[config.mk]
export PLATFORM = sky130hd
export DESIGN_NAME = edw_window
export DESIGN_NICKNAME = d
export VERILOG_FILES = /design/src/core/edw_pkg.sv /design/src/core/edw_target_if.sv /design/src/core/edw_target_decode.sv /design/src/core/edw_window.sv
export SDC_FILE = /design/constraint.sdc
export NUM_CORES = 1
export LEC_CHECK = 0
export BUFFER_PORTS_ARGS = -buffer_cell sky130_fd_sc_hd__buf_4
export CORE_ASPECT_RATIO = 2
export CORE_MARGIN = 2
export CORE_UTILIZATION = 46
export DETAILED_ROUTE_END_ITERATION = 10
export PLACE_DENSITY = 0.84
export SLEW_MARGIN = 10
export SYNTH_ARGS = -nofsm -noshare
export SYNTH_HDL_FRONTEND = slang
export SYNTH_SLANG_ARGS = --single-unit
[constraint.sdc]
create_clock -name core_clk -period 2.3 [get_ports core_clk]
set_input_delay 0.115 -clock core_clk [delete_from_list [all_inputs] [get_ports core_clk]]
set_output_delay 0.115 -clock core_clk [all_outputs]
set_load 0.01 [all_outputs]
[src/core/edw_pkg.sv]
// Constants shared by the extended data page window and its target decoder.
// Assumes a 16-bit data address space with a 15-bit page offset.
package edw_pkg;
    localparam int DATA_ADDR_W = 16;
    localparam int DATA_W = 16;
    localparam int OFFSET_W = 15;
    localparam int READ_PAGE_W = 10;
    localparam int WRITE_PAGE_W = 9;
    localparam int EXT_ADDR_W = READ_PAGE_W + OFFSET_W;
    localparam int WINDOW_BIT = 15;
    localparam int PROG_PAGE_BIT = 9;
    localparam logic [READ_PAGE_W-1:0] BASE_PAGE = 10'h000;
    localparam logic [DATA_ADDR_W-1:0] BASE_DATA_LO = 16'h0800;
    localparam logic [DATA_ADDR_W-1:0] BASE_DATA_HI = 16'h7FFF;
    localparam logic [READ_PAGE_W-1:0] READ_PAGE_RESET = 10'h001;
    localparam logic [WRITE_PAGE_W-1:0] WRITE_PAGE_RESET = 9'h001;
    localparam logic [READ_PAGE_W-1:0] RAM_LAST_PAGE_DEFAULT = 10'h001;
endpackage : edw_pkg

[src/core/edw_target_if.sv]
// Carrier between the window logic and the extended target decoder.
// Assumes both ends sit in the same clock domain; the decode is combinational.
`timescale 1ns/1ps
interface edw_target_if;
    logic [edw_pkg::READ_PAGE_W-1:0] page;
    logic isWrite;
    logic hitRam;
    logic hitPort;
    logic hitProg;
    modport decoder (input page, input isWrite, output hitRam, output hitPort, output hitProg);
    modport user (output page, output isWrite, input hitRam, input hitPort, input hitProg);
endinterface : edw_target_if

[src/core/edw_target_decode.sv]
// Sorts a non-zero extended page into on-chip RAM, parallel port or program space.
// Assumes the caller never presents page zero as an extended access.
`timescale 1ns/1ps
module edw_target_decode #(
    parameter logic [edw_pkg::READ_PAGE_W-1:0] RAM_LAST_PAGE = edw_pkg::RAM_LAST_PAGE_DEFAULT
) (
    edw_target_if.decoder tgt // Page in, target kind out.
);
    // Program space is only ever read; the narrower write page cannot reach it.
    wire progPage = tgt.page[edw_pkg::PROG_PAGE_BIT] & ~tgt.isWrite;
    wire ramPage = ~progPage & (tgt.page <= RAM_LAST_PAGE);
    assign tgt.hitProg = progPage;
    assign tgt.hitRam = ramPage;
    assign tgt.hitPort = ~progPage & ~ramPage;
endmodule : edw_target_decode

[src/core/edw_window.sv]
// Extended data page window: maps the upper half of data space onto a selected page.
// Assumes the core presents one access per cycle on core_clk and takes results a cycle later.
//
// Overview of operation
// - Extended memory reached only through upper half.
// - Extended space split into 32 Kbyte pages.
// - Reads use the 10-bit read page.
// - Writes use the separate 9-bit write page.
// - Page zero in window raises address trap.
// - Page zero is base data, reached directly.
// - Targets: extended RAM, parallel port, program space.
`timescale 1ns/1ps
module edw_window #(
    parameter logic [edw_pkg::READ_PAGE_W-1:0] RAM_LAST_PAGE = edw_pkg::RAM_LAST_PAGE_DEFAULT
) (
    input wire logic core_clk, // System clock, 125 MHz.
    input wire logic rst_b, // Synchronous reset, active low.
    input wire logic readPageLoad, // Pulse: load the read page select.
    input wire logic [edw_pkg::READ_PAGE_W-1:0] readPageValue, // New read page.
    input wire logic writePageLoad, // Pulse: load the write page select.
    input wire logic [edw_pkg::WRITE_PAGE_W-1:0] writePageValue, // New write page.
    input wire logic accReq, // Pulse: core data access this cycle.
    input wire logic accWrite, // High for a write access.
    input wire logic [edw_pkg::DATA_ADDR_W-1:0] accAddr, // Core data address.
    input wire logic [edw_pkg::DATA_W-1:0] accWdata, // Core write data.
    output logic [edw_pkg::READ_PAGE_W-1:0] dataReadPageSelect, // Current read page.
    output logic [edw_pkg::WRITE_PAGE_W-1:0] dataWritePageSelect, // Current write page.
    output logic baseReq, // Pulse: direct access to lower data space.
    output logic [edw_pkg::DATA_ADDR_W-1:0] baseAddr, // Lower data space address.
    output logic extReq, // Pulse: access through the window.
    output logic extWrite, // Direction of the forwarded access.
    output logic [edw_pkg::EXT_ADDR_W-1:0] extAddr, // Extended data space address.
    output logic [edw_pkg::DATA_W-1:0] fwdWdata, // Write data for either path.
    output logic tgtRam, // Extended access goes to on-chip extended RAM.
    output logic tgtPort, // Extended access goes to the parallel memory port.
    output logic tgtProg, // Extended access goes to program space visibility.
    output logic addrErrTrap // Pulse: window access to page zero.
);
    edw_target_if tgt ();

    wire inWindow = accAddr[edw_pkg::WINDOW_BIT];
    wire [edw_pkg::READ_PAGE_W-1:0] selPage = accWrite ? {1'b0, dataWritePageSelect}
                                                       : dataReadPageSelect;
    wire pageZero = (selPage == edw_pkg::BASE_PAGE);
    wire goBase = accReq & ~inWindow;
    wire goExt = accReq & inWindow & ~pageZero;
    wire goTrap = accReq & inWindow & pageZero;
    // One page of offset per window: the page number is the only upper part.
    wire [edw_pkg::EXT_ADDR_W-1:0] next_extAddr = {selPage, accAddr[edw_pkg::OFFSET_W-1:0]};

    assign tgt.page = selPage;
    assign tgt.isWrite = accWrite;

    edw_target_decode #(
        .RAM_LAST_PAGE(RAM_LAST_PAGE)
    ) u_decode (
        .tgt(tgt.decoder)
    );

    always_ff @(posedge core_clk) begin
        if (!rst_b) begin
            dataReadPageSelect <= edw_pkg::READ_PAGE_RESET;
            dataWritePageSelect <= edw_pkg::WRITE_PAGE_RESET;
        end else begin
            if (readPageLoad) begin
                dataReadPageSelect <= readPageValue;
            end
            if (writePageLoad) begin
                dataWritePageSelect <= writePageValue;
            end
        end
    end

    always_ff @(posedge core_clk) begin
        if (!rst_b) begin
            baseReq <= 1'b0;
            extReq <= 1'b0;
            addrErrTrap <= 1'b0;
            extWrite <= 1'b0;
            baseAddr <= 16'h0000;
            extAddr <= '0;
            fwdWdata <= 16'h0000;
            tgtRam <= 1'b0;
            tgtPort <= 1'b0;
            tgtProg <= 1'b0;
        end else begin
            baseReq <= goBase;
            extReq <= goExt;
            addrErrTrap <= goTrap;
            extWrite <= accWrite;
            baseAddr <= accAddr;
            extAddr <= next_extAddr;
            fwdWdata <= accWdata;
            tgtRam <= goExt & tgt.hitRam;
            tgtPort <= goExt & tgt.hitPort;
            tgtProg <= goExt & tgt.hitProg;
        end
    end
endmodule : edw_window

# Word level (Yosys, flattened, before mapping)
# Index checks and enable logic that the tools add are counted.
[classes]
add_sub_neg = 0
mul = 0
div_mod_pow = 0
magnitude_cmp = 1
n_eq_ne = 0
shifts = 0
muxes = 1
n_bitwise = 15
n_reduce_logical = 1
[ops]
columns = ["cell", "count"]
rows = [
  ["bitwise AND 1 bit", 10],
  ["less-or-equal comparator 10 x 1 -> 1 bit (second input constant)", 1],
  ["zero test 10 bit", 1],
  ["two-way mux 10 bit", 1],
  ["inverter 1 bit", 5],
]
[word_totals]
register_bits = 83
latch_bits = 0
ram_bits = 0
rom_bits = 0
in_bits = 57
out_inout_bits = 83
elab_cells = 30
memories = 0

# Logic depth before layout (Yosys ltp)
# Gate-level depths: netlist (run 1).
[depth]
depth_word = 7
depth_mapped = 4
depth_no_buf = 3

# Modules after synthesis
# A second synthesis (run 1) with hierarchy kept.
[unflattened]
hier_cells = 208
hier_area_um2 = 2381.0
[by_module_without_submodules]
columns = ["module", "n_inst", "cells_per_inst", "area_each_um2", "seq_area_each_um2"]
rows = [
  ["edw_window", 1, 202, 2341.0, 1361.3],
  ["edw_target_decode", 1, 6, 40.0, 0.0],
]

# Worst setup path after synthesis (run 1)
# Ideal clock, no wire load.
[synth_timing]
path_type = "reg-to-reg"
start = "register dataWritePageSelect[8] (netlist name)"
end = "register tgtRam"
arrival_ns = 1.237
slack_ns = 0.976
stages_incl_launch_ff = 4
path_buffers = 0
path_cell_list = "dfxtp_1 or4b_4 o41a_4 nor4b_4"
[synth_between]
elab_chain_cells = 5
elab_cells_between_ends = 7
cone_classes = "1 x order compare; 1 x mux; 4 x bitwise; 1 x reduce/logical"
[synth_rtl]
columns = ["item", "line_no", "text"]
rows = [
  ["start, declared", "edw_window.sv:27", "output logic [edw_pkg::WRITE_PAGE_W-1:0] dataWritePageSelect,"],
  ["start signal, assigned", "edw_window.sv:63", "dataWritePageSelect <= edw_pkg::WRITE_PAGE_RESET;"],
  ["start signal, assigned", "edw_window.sv:69", "dataWritePageSelect <= writePageValue;"],
  ["two-way mux 10 bit (*)", "edw_window.sv:42", "wire [edw_pkg::READ_PAGE_W-1:0] selPage = accWrite ? {1'b0, dataWritePageSelect}"],
  ["parallel branches: the longest is 3 deep, another holds less-or-equal comparator 10 x 1 -> 1 bit", "-", ""],
  ["bitwise AND 1 bit (*)", "edw_window.sv:94", "tgtRam <= goExt & tgt.hitRam;"],
  ["end signal, assigned", "edw_window.sv:94", ""],
  ["end, declared", "edw_window.sv:34", "output logic tgtRam,"],
]
# Mark *: on every way between the ends.
# A chain may end at the register's enable or synchronous reset.

# Final worst setup path (run 1)
[layout_timing]
start = "register dataWritePageSelect[1] (netlist name)"
end = "register tgtRam"
# The elaborated chain is that of the path after synthesis.

==> results by group, run 1 <==
Run status
  – Result of the run: completed

Logic synthesis
  – Leading cell types by total area after synthesis: sky130_fd_sc_hd__dfxtp_1, sky130_fd_sc_hd__mux2i_1, sky130_fd_sc_hd__and2_1
  – Number of instances in the synthesized netlist: around 200
  – Cell with the most instances after synthesis: sky130_fd_sc_hd__dfxtp_1
  – FFs w/ async S/R, synth: 0%
  – Synth Cell Area: between 2000 and 2500 sq um
  – Synth Flop Type: sky130_fd_sc_hd__dfxtp_1
  – Portion of the post-synthesis area used by sequential elements: between 50% and 60%
  – Top cell type by total area after synthesis: sky130_fd_sc_hd__dfxtp_1
  – Post-synth EDFFs: 0
  – Synth Net Count: around 260
  – Count of yosys warnings during synthesis: 0
  – Distinct cell type count after synthesis: 24
  – Share of the synthesized area in the top cell type: between 50% and 60%
  – Post-Synthesis Mean Instance Area: 11.6 sq um
  – Synthesis-stage register bit count: between 60 and 70
  – Leading cell types by count after synthesis: sky130_fd_sc_hd__dfxtp_1, sky130_fd_sc_hd__and2_1, sky130_fd_sc_hd__mux2i_1, sky130_fd_sc_hd__nor2b_1, sky130_fd_sc_hd__buf_4

Setup path
  – Sort of element at the end of the critical path: register
  – Worst reg2reg path depth: 3
  – Critical path launch point: dataWritePageSelect[1]
  – Highest fanout seen on the critical path: 4
  – Register-to-register setup slack: around 0.97 ns
  – Critical path launch point type: register
  – WP data required: approximately 2.6 ns
  – Critical path class: reg2reg
  – Worst flop-to-flop path startpoint: dataWritePageSelect[1]
  – Critical path arrival: between 1.5 and 2 ns

Drt
  – Remaining design rule violation count: 0
  – Number of violations reported at the end of detailed-routing iteration 0: 30
  – First drt pass iteration count: 4
  – DR WL/cell: about 16 microns
  – Routed WL: around 6800 microns
  – Number of vias in the routed layout: between 1,500 and 2,000
  – Average via count per standard cell: 4.67
  – Post-DRT Antenna Nets: 0

Pwr
  – Power per cell area: between 700 and 800 nW/um^2
  – Design internal power: 0.00218 W
  – Total chip power: 0.00282 W
  – Clock share of power: about two fifths
  – Portion of total power attributed to sequential cells: roughly 45%
  – Switching fraction of total power: approximately 22%
  – Leakage dissipation: 1.88 nW
  – Largest voltage drop on the vdd net: between 0.0007 and 0.0008 V
  – Power share of the combinational group: around 14%
  – Net switching power of the design: 0.000633 W

Clock network
  – # clock sinks: 68
  – Number of buffers on the longest clock path: 2
  – Clock transition time at the flip-flop clock pins of the worst setup and hold paths: roughly 0.070 ns
  – H-Tree Depth: 3
  – TritonCTS clock tree: built
  – Clk root buf: sky130_fd_sc_hd__clkbuf_8
  – Count of instances resized after the clock tree is built: 0
  – Number of clock buffers inserted by TritonCTS: 9
  – Clock latency at the later pin of the worst-skew pair: 0.33 ns

Global route
  – Number of antenna violations at the first check in global routing: 0
  – Via count of the first global-routing pass: between 2,000 and 2,500
  – Final global-route overflow total: 0
  – Global Route Usage Sum: between 20% and 30%
  – Wire length of the first global-routing pass: around 10000 microns
  – Pin count of the biggest net entering global routing: 65

STA
  – Crit path setup slack, layout: 0.971 ns
  – Final critical-path share of the clock period: 57.8%
  – Maximum achievable frequency: about 750 MHz
  – Final Hold Vio Count: 0
  – Minimum clock period: about 1.3 ns
  – Setup violations, final: 0
  – Setup TNS: 0 ns
  – Slew Limit Fails: 0
  – Minimum hold slack: between 0.04 and 0.05 ns
  – Worst Clk Skew: between 0.006 and 0.007 ns
  – Relative max-transition margin: roughly two thirds
  – RSZ-0062 raised after global routing: no
  – Worst-Margin Slew: between 0.5 and 0.6 ns

Floorplan
  – Die X-Extent: roughly 54 microns
  – Die area: about 5700 sq um
  – Initial Util: between 40% and 50%
  – Top-Level Pins: 140
  – Row Count: 36
  – Total core area: between 4000 and 5000 sq um
  – Chip height: about 100 microns

Layout
  – Number of nets in the layout: roughly 420
  – Number of inserted diodes: 0
  – Fraction of layout cells with a size suffix above 1: between 40 and 50%
  – Area growth from synthesis to final layout: 65.4%

Place
  – Setup slack after placement: about 0.97 ns
  – Number of buffer cells added on primary ports: 139
  – Routability cong.: between 0.7 and 0.8

Job
  – Count of maximum capacitance violations: 0

Hold path
  – Class of the worst hold path: in2reg
  – Startpoint of the worst hold path: readPageValue[3]
  – Number of instances on the worst hold path: 3
-- power by group through the flow --
stage / sequential, W / clock, W / combinational, W
6_report: 0.00128 / 0.00113 / 0.000408
5_1_grt: 0.00129 / 0.00118 / 0.000438
4_1_cts: 0.00128 / 0.00114 / 0.000404
3_5_place_dp: 0.00130 / 0 / 0.000356
3_3_place_gp: 0.00130 / 0 / 0.000350
2_1_floorplan: 0.00133 / 0 / 0.000140
-- through the flow --
step / instances / utilization (%) / area, sq um
6_report: 421 / 79.5 / 3870
3_5_place_dp: 371 / 67.6 / 3290
5_1_grt: 421 / 79.5 / 3870
3_3_place_gp: 371 / 67.6 / 3290
2_1_floorplan: 201 / - / 2340
4_1_cts: 421 / 79.5 / 3870
-- cell usage in the layout (no fill, tap or decap), drive strengths merged --
cell type    Yosys  final
nor4b            2      2
nor2             2      2
and4bb           1      1
dlygate4sd3      0     34
inv              1      1
a22o             1      1
nand2            3      3
a221oi           1      1
buf             19    139
a31oi            1      1
nor2b           26     26
bufinv           0      2
and2            33     33
nor3             1      1
or4b             1      1
dfxtp           68     68
nor3b            1      1
and3             1      1
o41ai            1      1
mux2i           28     28
clkbuf           7     12
nand3            1      1
clkinv           0      2
nor4             1      1
o41a             1      1
-- path summary, 6_finish.rpt --
check | to
worst min register to register | dataWritePageSelect[8]
worst max register to register | tgtRam
worst max-delay path | tgtRam
worst min-delay path | dataReadPageSelect[3]
-- routing by layer --
metal	global-route usage [%]	wire length, microns	vias to the layer above
li1	-	-	954
met1	22.9	2270	915
met2	45.4	3860	89
met3	8.71	524	7
met4	9.82	128	0
met5	0	0	-
-- sequential cells by signal (all words and copies together) (netlist names) --
name and cells:
addrErrTrap 1, baseAddr 16, baseReq 1, dataReadPageSelect 10, dataWritePageSelect 9, extAddr 10, extReq 1, extWrite 1
fwdWdata 16, tgtPort 1, tgtProg 1, tgtRam 1
-- layout make-up --
type	count	area, sq um
clock inverters	4	70.1
clock buffers	12	165
inverters	1	3.75
flip-flops and latches	68	1360
well taps	57	71.3
fillers	327	998
multi-input cells	106	811
repair buffers	173	1380
-- kinds of logic after synthesis --
| family | share of synthesized area [%] |
|---|---|
| compound gates | 2.30 |
| simple gates | 20.4 |
| mux | 12.0 |
| buf+inv | 7.07 |
| flops | 58.2 |
-- timing repair --
action                                  4_1_cts  5_1_grt
endpoints found under the hold margin        34        0
hold buffers                                 34        0
endpoints found under the setup margin        0        0
buffers inserted                              0        0
-- worst max-delay path: stages, from the launching register on --
cell and delay, ns:
sky130_fd_sc_hd__dfxtp_1 0.34, sky130_fd_sc_hd__or4b_4 0.53, sky130_fd_sc_hd__o41a_4 0.13, sky130_fd_sc_hd__nor4b_4 0.24
No activity file was read; power rests on OpenSTA's default activity.
==> run 2, diff against run 1 <==
Settings changed: ABC_AREA from default to 1, CORE_UTILIZATION 46 to 42, PLACE_DENSITY 0.84 to 0.78.
Clock period 2.3 ns to 1.3 ns, I/O delays scaled along.
==> run 2 against run 1 <==
  * Flip-flop and latch count did not move
  * Final area is 0.36% higher
  * Total power is 64% higher
  * Largest cell class unchanged
  * Critical endpoint is now baseReq
  * Clock-buffer cell count decreased by 1
  * Utilization down 7.9 points
  * Highest routed layer unchanged
  * Routed wire length increased by 5.7%
  * Setup slack got worse by 0.91 ns
  * First-iteration DRC count increased to 2.9 times the previous value
==> results by group, run 2 <==
Logic synthesis
  – FFs w/ async S/R, synth: 0%
  – Synthesis-stage register bit count: 68
  – Distinct cell type count after synthesis: 19
  – Number of instances in the synthesized netlist: 278
  – Post-Synthesis Mean Instance Area: about 8.4 sq um
  – Leading cell types by count after synthesis: sky130_fd_sc_hd__dfxtp_1, sky130_fd_sc_hd__inv_1, sky130_fd_sc_hd__nand2_1, sky130_fd_sc_hd__nor2_1, sky130_fd_sc_hd__o21ai_0
  – Top cell type by total area after synthesis: sky130_fd_sc_hd__dfxtp_1
  – Synth Net Count: between 300 and 400
  – Synth Flop Type: sky130_fd_sc_hd__dfxtp_1
  – Synth Cell Area: 2340 sq um
  – Cell with the most instances after synthesis: sky130_fd_sc_hd__dfxtp_1
  – Count of yosys warnings during synthesis: 0
  – Post-synth EDFFs: 0
  – Share of the synthesized area in the top cell type: around three fifths
  – Leading cell types by total area after synthesis: sky130_fd_sc_hd__dfxtp_1, sky130_fd_sc_hd__inv_1, sky130_fd_sc_hd__nand2_1
  – Portion of the post-synthesis area used by sequential elements: between 50% and 60%

Drt
  – First drt pass iteration count: 4
  – Number of violations reported at the end of detailed-routing iteration 0: 86
  – Remaining design rule violation count: 0
  – Average via count per standard cell: approximately 4.5
  – Post-DRT Antenna Nets: 0
  – Routed WL: about 7200 microns
  – DR WL/cell: approximately 14 microns
  – Number of vias in the routed layout: roughly 2,300

STA
  – Final Hold Vio Count: 0
  – Minimum clock period: between 1 and 1.5 ns
  – Worst-Margin Slew: 0.460 ns
  – Setup violations, final: 0
  – Final critical-path share of the clock period: between 90 and 100%
  – Setup TNS: 0 ns
  – RSZ-0062 raised after global routing: no
  – Maximum achievable frequency: around 810 MHz
  – Worst Clk Skew: just over 0.01 ns
  – Relative max-transition margin: between 60 and 70%
  – Minimum hold slack: 0.0267 ns
  – Slew Limit Fails: 0

Hold path
  – Startpoint of the worst hold path: writePageValue[4]
  – Worst Hold Endpoint: dataWritePageSelect[4]
  – Number of instances on the worst hold path: 3
  – Class of the worst hold path: in2reg

Clock network
  – TritonCTS clock tree: built
  – # clock sinks: 68
  – Number of clock buffers inserted by TritonCTS: 9
  – Clk root buf: sky130_fd_sc_hd__clkbuf_8
  – Clock transition time at the flip-flop clock pins of the worst setup and hold paths: around 0.07 ns
  – H-Tree Depth: 3
  – Number of buffers on the longest clock path: 2
  – Clock latency at the later pin of the worst-skew pair: roughly 0.33 ns

Layout
  – Leading cell type in the layout, fill and taps excluded: sky130_fd_sc_hd__buf_4
  – Largest registers: baseAddr (16), fwdWdata (16)
  – Area growth from synthesis to final layout: 65.7%
  – Final core occ: between 70 and 80%
  – Number of nets in the layout: 502
  – Non-filler instance count after layout: around 510
  – Fraction of layout cells with a size suffix above 1: 37.7%
  – Most frequent cells in the layout: sky130_fd_sc_hd__buf_4, sky130_fd_sc_hd__dfxtp_1, sky130_fd_sc_hd__inv_1, sky130_fd_sc_hd__nand2_1, sky130_fd_sc_hd__dlygate4sd3_1
  – Number of inserted diodes: 0

Global route
  – Pin count of the biggest net entering global routing: 30
  – Final global-route overflow total: 0
  – Wire length of the first global-routing pass: approximately 10,000 microns
  – Number of antenna violations at the first check in global routing: 0
  – Via count of the first global-routing pass: between 2,000 and 2,500
  – Global Route Usage Sum: between 20 and 25%

Pwr
  – Power per cell area: approximately 1200 nW/um^2
  – Clock share of power: 34.1%
  – Leakage dissipation: between 2 and 2.5 nW
  – Portion of total power attributed to sequential cells: between 40% and 50%
  – Power share of the combinational group: between 10% and 20%
  – Largest voltage drop on the vdd net: between 0.001 and 0.0015 V
  – Switching fraction of total power: around a quarter
  – Design internal power: between 0.003 and 0.004 W
  – Net switching power of the design: approximately 0.0011 W

Setup path
  – Worst reg2reg path depth: 6
  – WP data required: 1.58 ns
  – Cell chain of the critical path: dlygate4sd3_1 > buf_4 > nor3_1 > dlygate4sd3_1
  – Sum of buffers and inverters on the critical path: 3
  – Most common cell on crit path: sky130_fd_sc_hd__dlygate4sd3_1
  – Cell with the largest stage delay on the worst path: sky130_fd_sc_hd__dlygate4sd3_1
  – Register-to-register setup slack: 0.24 ns
  – Worst flop-to-flop path startpoint: dataReadPageSelect[9]
  – Critical path arrival: around 1.5 ns
  – Sort of element at the end of the critical path: register
  – Highest fanout seen on the critical path: 2
  – Worst path top cell family by delay: buffers and inverters
  – Max stage delay on crit path: roughly 0.57 ns
  – Worst r2r dst: tgtRam
  – Critical path class: in2reg
  – Critical path launch point type: input pin

Floorplan
  – Chip height: ~110 microns
  – Row Count: 38
  – Die X-Extent: ~57 microns
  – Die area: 6220 sq um
  – Initial Util: between 40% and 50%
  – Top-Level Pins: 140
  – Total core area: ~5400 sq um

Place
  – Routability cong.: 0.799
  – Number of buffer cells added on primary ports: 139
  – HPWL after DPL: ~4500 microns
  – Placed cell count: between 400 and 500

Run status
  – Result of the run: completed

Job
  – Count of maximum capacitance violations: 0
-- run 2: cell count changes in the layout (fill, tap and decap cells not counted), moves of 3 or more --
cell	previous run	this run
sky130_fd_sc_hd__nor2_1	2	23
sky130_fd_sc_hd__dlygate4sd3_1	34	42
sky130_fd_sc_hd__and2_1	33	0
sky130_fd_sc_hd__o21ai_0	0	18
sky130_fd_sc_hd__mux2i_1	28	0
sky130_fd_sc_hd__nand2_1	3	51
sky130_fd_sc_hd__clkbuf_8	12	9
sky130_fd_sc_hd__inv_1	1	55
sky130_fd_sc_hd__nor2b_1	26	0
sky130_fd_sc_hd__a21oi_1	0	15
sky130_fd_sc_hd__nand2_2	0	12
-- run 2: tightest hold or removal path: stages --
cell and delay [ns]:
sky130_fd_sc_hd__buf_4 0.08, sky130_fd_sc_hd__o21ai_0 0.07, sky130_fd_sc_hd__a21oi_1 0.10
-- run 2: per-layer routing --
| layer | track usage [%] | routed length (microns) | up-vias |
|---|---|---|---|
| li1 | - | - | 1134 |
| met5 | 0 | 0 | - |
| met4 | 12.8 | 271 | 0 |
| met3 | 6.47 | 396 | 21 |
| met2 | 43.5 | 4120 | 99 |
| met1 | 20.9 | 2380 | 1031 |
-- run 2: per-stage QoR --
| stage | power (W) | worst slack [ns] | cell area, sq um |
|---|---|---|---|
| finish | 0.00463 | 0.0588 | 3880 |
| global placement | 0.00297 | 0.304 | 3290 |
| CTS | 0.00464 | 0.0471 | 3890 |
| floorplan | 0.00262 | 0.322 | 2340 |
| global route | 0.00484 | 0.0554 | 3880 |
| detailed placement | 0.00298 | 0.261 | 3290 |
-- run 2: power groups by stage --
stage               clock network [W]  logic (W)  registers (W)
detailed placement                  0   0.000681        0.00230
floorplan                           0   0.000266        0.00236
global route                  0.00172   0.000860        0.00227
global placement                    0   0.000670        0.00230
CTS                           0.00160   0.000787        0.00226
finish                        0.00158   0.000796        0.00226
-- run 2: logic make-up (layout without fill, tap and decap cells) --
logic type | after synthesis | count (layout) | share of synthesized area (%)
DFF | 68 | 68 | 58.2
buffers and inverters | 82 | 252 | 16.8
and+or+nand+nor | 93 | 93 | 17.5
AOI/OAI and AO/OA | 35 | 35 | 7.48
-- run 2: area by class of cell --
cell class / count / area (sq um)
Sequential cell: 68 / 1360
Inverter: 56 / 215
Multi-Input combinational cell: 128 / 586
Timing Repair Buffer: 182 / 1470
Clock inverter: 3 / 40.0
Fill cell: 396 / 1540
Tap cell: 60 / 75.1
Clock buffer: 11 / 131
-- run 2: how the worst max path moves through the flow --
stage	from	to	slack (ns)	cells after the start
final	accAddr[15]	baseReq	0.06	4
after global routing	writePageLoad	dataWritePageSelect[7]	0.06	5
after CTS	writePageValue[0]	dataWritePageSelect[0]	0.05	5
after detailed placement	accWrite	tgtRam	0.26	8
after global placement	dataReadPageSelect[9]	tgtPort	0.30	6
after floorplan	dataReadPageSelect[9]	tgtPort	0.32	6
-- run 2: repair_timing --
item	4_1_cts	5_1_grt
hold endpoints to repair	40	0
buffers inserted	0	0
setup endpoints to repair	0	1
resized for setup	0	0
hold buffers	43	0
